==> config.mk <==
export PLATFORM = sky130hd
export DESIGN_NAME = lcd_user_char_ram_ctrl_flat
export DESIGN_NICKNAME = d
export VERILOG_FILES = /design/src/lcd_user_char_ram_pkg.sv /design/src/lcd_link_if.sv /design/src/lcd_user_char_ram_ctrl.sv /design/src/flat_wrapper.sv
export SDC_FILE = /design/constraint.sdc
export NUM_CORES = 2
export LEC_CHECK = 0
export BUFFER_PORTS_ARGS = -buffer_cell sky130_fd_sc_hd__buf_4
export CAP_MARGIN = 20
export CORE_MARGIN = 3
export CORE_UTILIZATION = 25
export DETAILED_ROUTE_END_ITERATION = 16
export PLACE_DENSITY_LB_ADDON = 0.1
export SYNTH_ARGS = -nofsm -noshare
export SYNTH_HDL_FRONTEND = slang
export SYNTH_SLANG_ARGS = --single-unit
==> constraint.sdc <==
create_clock -name i_mclk -period 12.59 [get_ports i_mclk]
set_input_delay 1.8885 -clock i_mclk [delete_from_list [all_inputs] [get_ports i_mclk]]
set_output_delay 1.8885 -clock i_mclk [all_outputs]
set_load 0.1 [all_outputs]
==> src/lcd_user_char_ram_pkg.sv <==
// Package for the character LCD generator and format controller.
// Assumes one 20 MHz clock shared by both ends.
package lcd_user_char_ram_pkg;
    localparam int          CLK_HZ            = 20000000;
    localparam int          INIT_TIME_US      = 2000;
    localparam int          INIT_CYCLES       = (INIT_TIME_US * (CLK_HZ / 1000000));
    localparam int          EXEC_CYCLES       = 3;
    localparam int          CLEAR_CYCLES      = 165;
    localparam int          TEXT_RAM_DEPTH    = 128;
    localparam logic [7:0]  OP_CLEAR          = 8'h01;
    localparam logic [7:0]  OP_FUNC_DEFAULT   = 8'h30;
    localparam logic [7:0]  OP_DISP_DEFAULT   = 8'h08;
    localparam logic [7:0]  OP_ENTRY_DEFAULT  = 8'h06;
    localparam logic [7:0]  SPACE_CODE        = 8'h20;
    localparam int          FUNC_MARK_BIT     = 5;
    localparam int          FUNC_WIDTH_BIT    = 4;
    localparam int          FUNC_N_BIT        = 3;
    localparam int          FUNC_M_BIT        = 2;
    localparam int          FUNC_G_BIT        = 1;
    localparam logic [1:0]  FMT_1X24_MUX16    = 2'b00;
    localparam logic [1:0]  FMT_2X24_MUX32    = 2'b10;
    localparam logic [1:0]  FMT_4X12_MUX32    = 2'b11;
endpackage

==> src/lcd_link_if.sv <==
// Instruction link between the microcontroller end and the controller end.
// Assumes both ends share i_mclk; one-cycle strobes.
interface lcd_link_if;
    logic       wr;
    logic       rd;
    logic       rs;
    logic [7:0] wdata;
    logic [7:0] rdata;
    logic       rvalid;
    logic       busy;
    modport dev (input wr, rd, rs, wdata, output rdata, rvalid, busy);
    modport host (output wr, rd, rs, wdata, input rdata, rvalid, busy);
endinterface

==> src/lcd_user_char_ram_ctrl.sv <==
// Controller end: instruction decode, address counter, user_char_ram addressing,
// dot row generation and power-on initialisation.
// Assumes the host keeps to the busy handshake on lcd_link_if.
// Behaviour
// - Code bits 0-3 form user RAM address 3-6
// - Address bits 0-2 pick pattern row
// - Eighth row ORed with cursor underline
// - Data bit 4 is leftmost column
// - Upper code nibble zero selects user RAM
// - One bit lights a dot
// - Set user RAM address loads bits 0-5
// - Status read returns all seven counter bits
// - Both line bits clear select 1:16
// - 1:16 uses nonstandard wrap on data write/read
// - N=1, M=0 gives 2x24 at 1:32
// - N=1, M=1 gives 4x12 at 1:32
// - Power-up starts with clear display
// - Reset selects 8-bit, one-line, G clear
// - Reset turns display, cursor, blink off
// - Reset entry mode increments
// - Reset points counter at display RAM
// - Busy for 2 ms during initialisation
// - Software initialisation also accepted
// - Function set layout below bit 5 mark
// - Ignore instructions while busy except status
module lcd_user_char_ram_ctrl
    import lcd_user_char_ram_pkg::*;
#(
    parameter int INIT_CNT = INIT_CYCLES
) (
    input  wire logic       i_mclk,
    input  wire logic       i_rst,
    lcd_link_if.dev         link,
    input  wire logic [7:0] i_char_code,
    input  wire logic [2:0] i_row,
    input  wire logic       i_at_cursor,
    output logic      [4:0] o_dots,
    output logic            o_rom_sel,
    output logic      [7:0] o_rom_code,
    output logic            o_mux32,
    output logic      [1:0] o_lines_fmt,
    output logic            o_disp_on,
    output logic            o_cursor_on,
    output logic            o_blink_on,
    output logic            o_serial_rst
);
    if (INIT_CNT < TEXT_RAM_DEPTH) begin : g_init_cnt_check
        $error("INIT_CNT must cover the whole text RAM clear");
    end

    typedef enum logic [2:0] {
        ST_INIT  = 3'b000,
        ST_CLEAR = 3'b001,
        ST_SERR  = 3'b010,
        ST_IDLE  = 3'b011,
        ST_EXEC  = 3'b100
    } state_t;

    state_t     state;
    logic [31:0] cnt;
    logic [6:0] address_counter;
    logic       to_user_ram;
    logic       interface_width_bit;
    logic       line_n;
    logic       line_m;
    logic       gen_bit;
    logic       inc_dir;
    logic       shift_en;
    logic       disp_on;
    logic       cur_on;
    logic       blink_on;
    logic [6:0] clr_addr;
    logic [4:0] user_char_ram [0:127];
    logic [7:0] display_text_ram [0:TEXT_RAM_DEPTH-1];
    logic       busy_indicator;
    logic       accept;
    logic       power_up;

    function automatic logic [6:0] wrap_next(input logic [6:0] a, input logic up,
                                             input logic n);
        logic [6:0] r;
        r = up ? a + 7'h01 : a - 7'h01;
        if (!n) begin
            if (up && a == 7'h4f) r = 7'h00;
            if (!up && a == 7'h00) r = 7'h4f;
        end else begin
            if (up && a == 7'h27) r = 7'h40;
            if (up && a == 7'h67) r = 7'h00;
            if (!up && a == 7'h40) r = 7'h27;
            if (!up && a == 7'h00) r = 7'h67;
        end
        return r;
    endfunction

    assign busy_indicator = (state != ST_IDLE);
    assign link.busy      = busy_indicator;
    assign accept         = link.wr && !busy_indicator;

    // Sequencing: defaults, clear, serial reset, then idle
    always_ff @(posedge i_mclk or posedge i_rst) begin
        if (i_rst) begin
            state <= ST_INIT;
            cnt   <= '0;
        end else begin
            case (state)
                ST_INIT: begin
                    cnt   <= '0;
                    state <= ST_CLEAR;
                end
                ST_CLEAR: begin
                    cnt <= cnt + 32'd1;
                    if (cnt >= 32'(INIT_CNT - 1)) state <= power_up ? ST_SERR : ST_IDLE;
                end
                ST_SERR: state <= ST_IDLE;
                ST_IDLE: begin
                    cnt <= '0;
                    if (accept && !link.rs && link.wdata == OP_CLEAR) state <= ST_CLEAR;
                    else if (accept) state <= ST_EXEC;
                end
                ST_EXEC: begin
                    cnt <= cnt + 32'd1;
                    if (cnt >= 32'(EXEC_CYCLES - 1)) state <= ST_IDLE;
                end
                default: state <= ST_INIT;
            endcase
        end
    end

    assign o_serial_rst = (state == ST_SERR);

    // Serial receiver reset ends power-on initialisation only
    always_ff @(posedge i_mclk or posedge i_rst) begin
        if (i_rst) power_up <= 1'b1;
        else if (state == ST_SERR) power_up <= 1'b0;
    end

    // Clear sweep of display RAM
    always_ff @(posedge i_mclk or posedge i_rst) begin
        if (i_rst) begin
            clr_addr <= '0;
        end else if (state == ST_CLEAR) begin
            clr_addr <= clr_addr + 7'h01;
        end else begin
            clr_addr <= '0;
        end
    end

    always_ff @(posedge i_mclk) begin
        if (state == ST_CLEAR) begin
            display_text_ram[clr_addr] <= SPACE_CODE;
        end else if (accept && link.rs && !to_user_ram) begin
            display_text_ram[address_counter] <= link.wdata;
        end
        if (accept && link.rs && to_user_ram) begin
            user_char_ram[address_counter] <= link.wdata[4:0];
        end
    end

    // Format and display state
    always_ff @(posedge i_mclk or posedge i_rst) begin
        if (i_rst) begin
            interface_width_bit <= 1'b1;
            line_n              <= 1'b0;
            line_m              <= 1'b0;
            gen_bit             <= 1'b0;
            disp_on             <= 1'b0;
            cur_on              <= 1'b0;
            blink_on            <= 1'b0;
            inc_dir             <= 1'b1;
            shift_en            <= 1'b0;
        end else if (state == ST_INIT) begin
            interface_width_bit <= OP_FUNC_DEFAULT[FUNC_WIDTH_BIT];
            line_n              <= OP_FUNC_DEFAULT[FUNC_N_BIT];
            line_m              <= OP_FUNC_DEFAULT[FUNC_M_BIT];
            gen_bit             <= OP_FUNC_DEFAULT[FUNC_G_BIT];
            disp_on             <= OP_DISP_DEFAULT[2];
            cur_on              <= OP_DISP_DEFAULT[1];
            blink_on            <= OP_DISP_DEFAULT[0];
            inc_dir             <= OP_ENTRY_DEFAULT[1];
        end else if (accept && !link.rs) begin
            if (link.wdata == OP_CLEAR) begin
                inc_dir <= 1'b1;
            end else if (link.wdata[7:FUNC_MARK_BIT] == 3'b001 && !link.wdata[0]) begin
                interface_width_bit <= link.wdata[FUNC_WIDTH_BIT];
                line_n              <= link.wdata[FUNC_N_BIT];
                line_m              <= link.wdata[FUNC_M_BIT];
                gen_bit             <= link.wdata[FUNC_G_BIT];
            end else if (link.wdata[7:3] == 5'b00001) begin
                disp_on  <= link.wdata[2];
                cur_on   <= link.wdata[1];
                blink_on <= link.wdata[0];
            end else if (link.wdata[7:2] == 6'b000001) begin
                inc_dir  <= link.wdata[1];
                shift_en <= link.wdata[0];
            end
        end
    end

    // Address counter
    always_ff @(posedge i_mclk or posedge i_rst) begin
        if (i_rst) begin
            address_counter <= '0;
            to_user_ram     <= 1'b0;
        end else if (state == ST_INIT || state == ST_CLEAR) begin
            address_counter <= '0;
            to_user_ram     <= 1'b0;
        end else if (accept && !link.rs) begin
            if (link.wdata[7]) begin
                address_counter <= link.wdata[6:0];
                to_user_ram     <= 1'b0;
            end else if (link.wdata[7:6] == 2'b01) begin
                address_counter[5:0] <= link.wdata[5:0];
                to_user_ram          <= 1'b1;
            end else if (link.wdata == 8'h02) begin
                address_counter <= '0;
                to_user_ram     <= 1'b0;
            end
        end else if ((accept && link.rs) || (link.rd && link.rs && !busy_indicator)) begin
            if (to_user_ram) begin
                address_counter <= inc_dir ? address_counter + 7'h01
                                           : address_counter - 7'h01;
            end else begin
                address_counter <= wrap_next(address_counter, inc_dir, line_n);
            end
        end
    end

    // Read port
    always_ff @(posedge i_mclk or posedge i_rst) begin
        if (i_rst) begin
            link.rdata  <= '0;
            link.rvalid <= 1'b0;
        end else begin
            link.rvalid <= link.rd;
            if (link.rd && !link.rs) begin
                link.rdata <= {busy_indicator, address_counter};
            end else if (link.rd) begin
                link.rdata <= to_user_ram ? {3'b000, user_char_ram[address_counter]}
                                          : display_text_ram[address_counter];
            end
        end
    end

    // Dot row generation
    always_ff @(posedge i_mclk or posedge i_rst) begin
        if (i_rst) begin
            o_dots     <= '0;
            o_rom_sel  <= 1'b0;
            o_rom_code <= '0;
        end else begin
            if (i_char_code[7:4] == 4'h0) begin
                // Bit 4 leftmost, a one lights the dot
                o_dots <= user_char_ram[{i_char_code[3:0], i_row}]
                          | ((i_row == 3'd7 && i_at_cursor && cur_on) ? 5'h1f : 5'h00);
                o_rom_sel <= 1'b0;
            end else begin
                o_dots    <= ((i_row == 3'd7 && i_at_cursor && cur_on) ? 5'h1f : 5'h00);
                o_rom_sel <= 1'b1;
            end
            o_rom_code <= i_char_code;
        end
    end

    assign o_mux32     = line_n;
    assign o_lines_fmt = {line_n, line_m};
    assign o_disp_on   = disp_on;
    assign o_cursor_on = cur_on;
    assign o_blink_on  = blink_on;
endmodule // lcd_user_char_ram_ctrl

==> src/flat_wrapper.sv <==
// flat-port wrapper written by rule: the top's interface ports become plain ports
module lcd_user_char_ram_ctrl_flat import lcd_user_char_ram_pkg::*;
#(
    parameter int INIT_CNT = INIT_CYCLES
)
  (i_mclk, i_rst, i_char_code, i_row, i_at_cursor, o_dots, o_rom_sel, o_rom_code, o_mux32, o_lines_fmt, o_disp_on, o_cursor_on, o_blink_on, o_serial_rst, link_wr, link_rd, link_rs, link_wdata, link_rdata, link_rvalid, link_busy);
  lcd_link_if link_i ();
  input  wire logic i_mclk;
  input  wire logic i_rst;
  input  wire logic [7:0] i_char_code;
  input  wire logic [2:0] i_row;
  input  wire logic i_at_cursor;
  output logic      [4:0] o_dots;
  output logic o_rom_sel;
  output logic      [7:0] o_rom_code;
  output logic o_mux32;
  output logic      [1:0] o_lines_fmt;
  output logic o_disp_on;
  output logic o_cursor_on;
  output logic o_blink_on;
  output logic o_serial_rst;
  input wire logic [$bits(link_i.wr)-1:0] link_wr;
  input wire logic [$bits(link_i.rd)-1:0] link_rd;
  input wire logic [$bits(link_i.rs)-1:0] link_rs;
  input wire logic [$bits(link_i.wdata)-1:0] link_wdata;
  output wire logic [$bits(link_i.rdata)-1:0] link_rdata;
  output wire logic [$bits(link_i.rvalid)-1:0] link_rvalid;
  output wire logic [$bits(link_i.busy)-1:0] link_busy;
  assign link_i.wr = link_wr;
  assign link_i.rd = link_rd;
  assign link_i.rs = link_rs;
  assign link_i.wdata = link_wdata;
  assign link_rdata = link_i.rdata;
  assign link_rvalid = link_i.rvalid;
  assign link_busy = link_i.busy;
  lcd_user_char_ram_ctrl #(.INIT_CNT(INIT_CNT)) u_core (.i_mclk(i_mclk), .i_rst(i_rst), .link(link_i), .i_char_code(i_char_code), .i_row(i_row), .i_at_cursor(i_at_cursor), .o_dots(o_dots), .o_rom_sel(o_rom_sel), .o_rom_code(o_rom_code), .o_mux32(o_mux32), .o_lines_fmt(o_lines_fmt), .o_disp_on(o_disp_on), .o_cursor_on(o_cursor_on), .o_blink_on(o_blink_on), .o_serial_rst(o_serial_rst));
endmodule
Word level (Yosys, flattened, before mapping)
Memory sizes are Yosys's and may differ from the RTL's.
Cells that the tools add are included.
{ "totals": {"out_inout_bits": 31, "register_bits": 80, "input_bits": 25, "memories": 2, "ram_bits": 1664} }
{ "classes": {"n_addsub": 4, "muxes": 74, "reduce_logical": 46, "n_eq_ne": 26, "n_lt_le_gt_ge": 2, "bitwise_logic": 1} }
{ "mem_list": {"columns": ["name", "words", "width", "rd", "rd_clocked_by_memory_dff", "wr", "line", "rtl"], "rows": [
  ["u_core.display_text_ram", 128, 8, 1, 0, 1, "lcd_user_char_ram_ctrl.sv:74", "logic [7:0] display_text_ram [0:TEXT_RAM_DEPTH-1];"],
  ["u_core.user_char_ram", 128, 5, 2, 0, 1, "lcd_user_char_ram_ctrl.sv:73", "logic [4:0] user_char_ram [0:127];"]
]} }
{ "ops": {"columns": ["operator", "n"], "rows": [
  ["$mux W7", 16],
  ["$pmux W32 S2", 1],
  ["$mux W1", 45],
  ["$add A32 B1 Y32 const B", 1],
  ["$ge A32 B16 Y1 const B", 1],
  ["$ge A32 B2 Y1 const B", 1],
  ["$mux W8", 4],
  ["$eq A7 B7 Y1 const B", 3],
  ["$logic_and A1 B1 Y1", 17],
  ["$pmux W3 S5", 1],
  ["$add A7 B1 Y7 const B", 2],
  ["$mux W3", 4],
  ["$reduce_bool A2 Y1", 6],
  ["$mux W5", 2],
  ["$ne A3 B2 Y1 const B", 3],
  ["$reduce_and A3 Y1", 3],
  ["$eq A8 B1 Y1 const B", 1],
  ["$eq A8 B2 Y1 const B", 1],
  ["$ne A4 B3 Y1 const B", 2],
  ["$reduce_and A4 Y1", 2],
  ["$reduce_or A8 Y1", 1],
  ["$eq A7 B6 Y1 const B", 1],
  ["$logic_not A7 Y1", 1],
  ["$sub A7 B1 Y7 const B", 1],
  ["20 further kinds", 33]
]} }

Longest topological paths before layout
{ "logic_depth": {"word_depth": 11, "ltp_mapped": 14} }

Least setup slack after synthesis
No wires, ideal clock.
{ "synth_timing": {"kind": "input-to-reg", "start": "input port link_wr", "end": "memory u_core.display_text_ram[0][1] (data pin)", "setup_slack_ns": 6.073, "n_path_buf": 1, "stages": 4, "arrival_ns": 5.720, "setup_ns": 0.797, "cell_sequence": "nand4b_1 -> or3b_2 -> clkbuf_1 -> nor2_1"} }
{ "synth_between": {"elab_chain_cells": 8} }
{ "synth_rtl": {"columns": ["element", "line", "rtl"], "rows": [
  ["start: declaration", "flat_wrapper.sv:22", "input wire logic [$bits(link_i.wr)-1:0] link_wr;"],
  ["$logic_and A1 B1 Y1", "lcd_user_char_ram_ctrl.sv:97", "assign accept = link.wr && !busy_indicator;"],
  ["$logic_and A1 B1 Y1 (2 in a row)", "lcd_user_char_ram_ctrl.sv:151", "end else if (accept && link.rs && !to_user_ram) begin"],
  ["$mux W1", "lcd_user_char_ram_ctrl.sv:151", null],
  ["$mux W1", "lcd_user_char_ram_ctrl.sv:149", "if (state == ST_CLEAR) begin"],
  ["$mux W1 (implied by the code)", "lcd_user_char_ram_ctrl.sv:152", "display_text_ram[address_counter] <= link.wdata;"],
  ["$reduce_or A8 Y1 (no source line)", null, null],
  ["$mux W8 (no source line)", null, null],
  ["end: declaration", "lcd_user_char_ram_ctrl.sv:74", null]
]} }
Every way passes these cells.

Worst setup path after layout
{ "layout_timing": {"start": "register u_core.address_counter[0]", "end": "register u_core.link.rdata[0]"} }
{ "layout_between": {"elab_chain_cells": 4, "word_cells_on_any_way": 5, "cone_classes": "3 x mux; 2 x memory"} }
{ "layout_rtl": {"columns": ["element", "line", "rtl"], "rows": [
  ["start: declaration", "lcd_user_char_ram_ctrl.sv:61", "logic [6:0] address_counter;"],
  ["start signal: assignment", "lcd_user_char_ram_ctrl.sv:209", "address_counter <= link.wdata[6:0];"],
  ["start signal: assignment", "lcd_user_char_ram_ctrl.sv:212", "address_counter[5:0] <= link.wdata[5:0];"],
  ["start signal: assignment", "lcd_user_char_ram_ctrl.sv:220", "address_counter <= inc_dir ? address_counter + 7'h01"],
  ["$mem_v2 Z128 W8 / $mem_v2 Z128 W5 (equally long branches)", null, null],
  ["$mux W8", "lcd_user_char_ram_ctrl.sv:238", "link.rdata <= to_user_ram ? {3'b000, user_char_ram[address_counter]}"],
  ["$mux W8", "lcd_user_char_ram_ctrl.sv:237", "end else if (link.rd) begin"],
  ["$mux W8 *", "lcd_user_char_ram_ctrl.sv:235", "if (link.rd && !link.rs) begin"],
  ["end signal: assignment", "lcd_user_char_ram_ctrl.sv:236", "link.rdata <= {busy_indicator, address_counter};"],
  ["end signal: assignment", "lcd_user_char_ram_ctrl.sv:238", null],
  ["end: declaration", "lcd_link_if.sv:11", "modport dev (input wr, rd, rs, wdata, output rdata, rvalid, busy);"]
]} }
Mark *: on every way between the ends. The rest lies on a longest branch, timed or not. The select of a mux whose other input is x is not followed.
A chain may end at the register's enable or synchronous reset.

==> impl_metrics.csv <==
group,metric,value,unit
power_and_ir_drop,pwr-share-comb,0.021,
worst_setup_path,cp.required,13.38,ns
final_layout,area_delta_synth_final,15.6,%
worst_setup_path,r2r_slack,7.03,ns
power_and_ir_drop,peakVddDrop,0.116,mV
worst_setup_path,reg2reg_depth,11,
logic_synthesis,async_reset_ff_frac,0.0459,
worst_setup_path,reg2reg_to,"u_core.link.rdata[0]",
sta,timing.final.max_slew_violations,0,
worst_setup_path,slowest_stage,"dfrtp_4",
run_status,status,"completed",
sta,min_period_over_period,0.441,
worst_setup_path,crit_top_cell,"buf_4",
power_and_ir_drop,p_seq_frac,0.497,
sta,hold_violations,0,
logic_synthesis,netlist_area,74300,sq um
die,rows,199,
sta,rsz0062_at_grt,"false",
global_route,grt_usage,0.202,
worst_setup_path,rr_startpoint,"u_core.address_counter[0]",
route,via_per_inst,5.30,
sta,worst_pin_slew,1.23,ns
die,die_area,304000,sq um
logic_synthesis,yosysWarningCount,0,
logic_synthesis,ys_seq_area_frac,0.700,
cts,clk_latency,0.89,ns
cts,cts_buffers,208,
cts,htree_levels,4,
worst_setup_path,crit_fanout,74,
route,detail_route.first_pass.iterations,6,
cts,cts-resized-gates,0,
cts,ctsHoldBuffers,0,
global_route,grt_start_max_net_pins,93,
global_route,grt_overflow,0,
die,io_pins,56,
final_layout,fillers,29300,
cts,post_cts_buffers,0,
power_and_ir_drop,finalPower,12.7,mW
sta,finClkSkew,0.0817,ns
logic_synthesis,synth_cells,4534,
final_layout,final_area,85800,sq um
route,wl_per_cell,36.2,microns
global_route,grt_pass1_vias,46000,
logic_synthesis,syn_nets,4568,
power_and_ir_drop,power_frac_clock,0.483,
power_and_ir_drop,p_leak,24.1,nW
min_path,holdPathStages,1,
min_path,hold_path_class,"register to register",
die,die_h,551,microns
global_route,grt_first_pass_wirelength,424,mm
cts,cts_tree,"built",
cts,cts_sinks,1744,
cts,cts_root_buf,"clkbuf_16",
worst_setup_path,path_buf_inv,4,
power_and_ir_drop,internal_power,9.99,mW
route,via_count,46100,
route,antenna_left,0,
route,drcViolationCount,0,
sta,fmax,180,MHz
worst_setup_path,crit_chain,"buf_4 > buf_12 > and2_2 > buf_4 > buf_4 > a221oi_1 > nor2_1 > nor4_1 > a211oi_1 > o311ai_1 > o221ai_1",
power_and_ir_drop,p_switching,2.70,mW
cts,path_clk_slew,0.06,ns
route,wirelength_met1,141,mm
logic_synthesis,ys_types,91,
cts,clockBufferDepth,4,
flow_run,drv_cap,0,
sta,slew_headroom,0.168,
sta,finalSetupViolCount,0,
logic_synthesis,synthFlopType,"edfxtp_1",
route,met2_length,148,mm
placement,place_congestion,0.803,
worst_setup_path,crit_family,"buffers and inverters",
worst_setup_path,end_kind,"register",
placement,post_dp_cell_area,79000,sq um
power_and_ir_drop,pwr_density_cell,148,nW/um^2
die,die_w,551,microns
final_layout,drive_gt1_frac,0.194,
power_and_ir_drop,p_sw_frac,0.213,
logic_synthesis,netlist.area_leader.share,0.673,
route,wl_met3,16.2,mm
min_path,hold_end,"u_core.power_up",
logic_synthesis,yosys.area.top_type,"edfxtp_1",
worst_setup_path,worst_ep_arrival_time,6.35,ns
logic_synthesis,synth_area_leaders,"edfxtp_1 (67%), mux4_2 (7.3%), dfrtp_1 (2.6%)",
die,initial_core_util,0.252,
worst_setup_path,critPathLaunch,"u_core.address_counter[0]",
sta,fin_setup_tns,0,ns
placement,dp_hpwl,197,mm
global_route,antenna_found_initial,28,
worst_setup_path,max_stage_delay,1.02,ns
sta,min_period,5.56,ns
die,core-area,295000,sq um
route,routed_wl,314,mm
worst_setup_path,worstSetupStartpointType,"register",
worst_setup_path,crit_type,"register to register",
route,highest-signal-layer,"met5",
logic_synthesis,synth.avg_cell_area,16.4,sq um
logic_synthesis,ys_ff_latch,1744,
route,detail_route.iter0.violations,5068,
sta,holdWs,0.486,ns
logic_synthesis,synth_edf_count,1664,
placement,portBuffers,55,
final_layout,fin_nets,4636,
min_path,hp-start,"u_core.power_up",
==> logic make-up after synthesis <==
group / after synthesis / share of synthesized area
adder cells (fa/ha/maj): 9 / 0.00162
buffers and inverters: 364 / 0.0268
XOR/XNOR: 33 / 0.00389
multiplexers: 518 / 0.112
AND/OR/NAND/NOR: 838 / 0.0527
flip-flops: 1744 / 0.700
AO/OA/AOI/OAI: 1028 / 0.103
==> flip-flops by register name (all words and copies together) (netlist names), 5 cells and up <==
name	flops
u_core.address_counter	7
u_core.clr_addr	7
u_core.cnt	32
u_core.display_text_ram	1024
u_core.link.rdata	8
u_core.o_dots	5
u_core.o_rom_code	8
u_core.user_char_ram	640
==> worst max path at each step <==
| stage | slack (ns) | cells after the start | to |
|---|---|---|---|
| 3_3_place_gp | 6.39 | 9 | u_core.o_dots[1] |
| 4_1_cts | 7.02 | 10 | u_core.link.rdata[3] |
| 3_5_place_dp | 6.43 | 9 | u_core.o_dots[1] |
| 2_1_floorplan | 6.07 | 4 | u_core.display_text_ram[0][1] |
| 5_1_grt | 6.84 | 11 | u_core.link.rdata[0] |
| 6_report | 7.03 | 11 | u_core.link.rdata[0] |
==> through the flow <==
stage | setup slack (ns) | utilization | cells
2_1_floorplan | 6.07 | - | 4534
3_3_place_gp | 6.39 | 0.268 | 8307
3_5_place_dp | 6.43 | 0.268 | 8309
4_1_cts | 7.02 | 0.291 | 8679
5_1_grt | 6.84 | 0.291 | 8683
6_report | 7.03 | 0.291 | 8687
==> cell usage in the layout (no fill, tap or decap), types with 103 or more instances in the layout <==
master and instances:
nand2_1 153, a21oi_1 136, clkbuf_16 209, a22oi_1 253, edfxtp_1 1664, buf_4 195, nor2_1 407, mux4_2 241
a221oi_1 147, o21ai_0 103, mux2i_1 165, mux2_2 108
==> worst register-to-register path: stages (launching register included) <==
cell and delay [ns]:
dfrtp_4 1.02, buf_4 0.86, buf_12 0.53, and2_2 0.32, buf_4 0.49, buf_4 0.55
a221oi_1 0.18, nor2_1 0.13, nor4_1 0.08, a211oi_1 0.84, o311ai_1 0.38, o221ai_1 0.15
==> cell usage after synthesis, types with 20 or more instances <==
master     number
nor2_1        410
o21ai_0       106
a22o_1         53
o2bb2ai_1      21
a221o_1        34
a22oi_1       253
mux2i_1       165
nand2_1       162
a21oi_1       136
a221oi_1      147
nand3_1        46
buf_2         126
o211ai_1       27
clkbuf_1      125
and3_1         22
nand4_1        20
o22ai_1        24
a211oi_1       24
mux4_2        241
buf_6          32
edfxtp_1     1664
o221ai_1       20
nand2b_1       20
dfrtp_1        78
nor3_1         23
mux2_2        108
a31oi_1        42
buf_4          40
==> power groups by stage <==
stage,Clock (mW),Sequential [mW],Combinational (mW)
final,6.12,6.31,0.262
after global routing,6.47,6.30,0.276
after floorplan,0,6.45,0.118
after CTS,6.25,6.31,0.267
after detailed placement,0,6.43,0.267
after global placement,0,6.43,0.269
==> cell type report <==
class	count	area [sq um]	share of cell area
clock buffer	263	5520	0.0644
antenna	6	15.0	0.000175
multi-input combinational	2426	20400	0.238
tap	3919	4900	0.0571
inverter	17	73.8	0.000860
sequential	1744	52000	0.606
timing repair buffer	205	1630	0.0190
clock inverter	107	1240	0.0145
==> metal layers <==
metal	global-route usage	vias to the layer above
li1	-	18800
met1	0.285	25100
met2	0.327	1800
met3	0.0244	383
met4	0.0578	4
met5	0	-
Power figures use the tool's default switching activity.
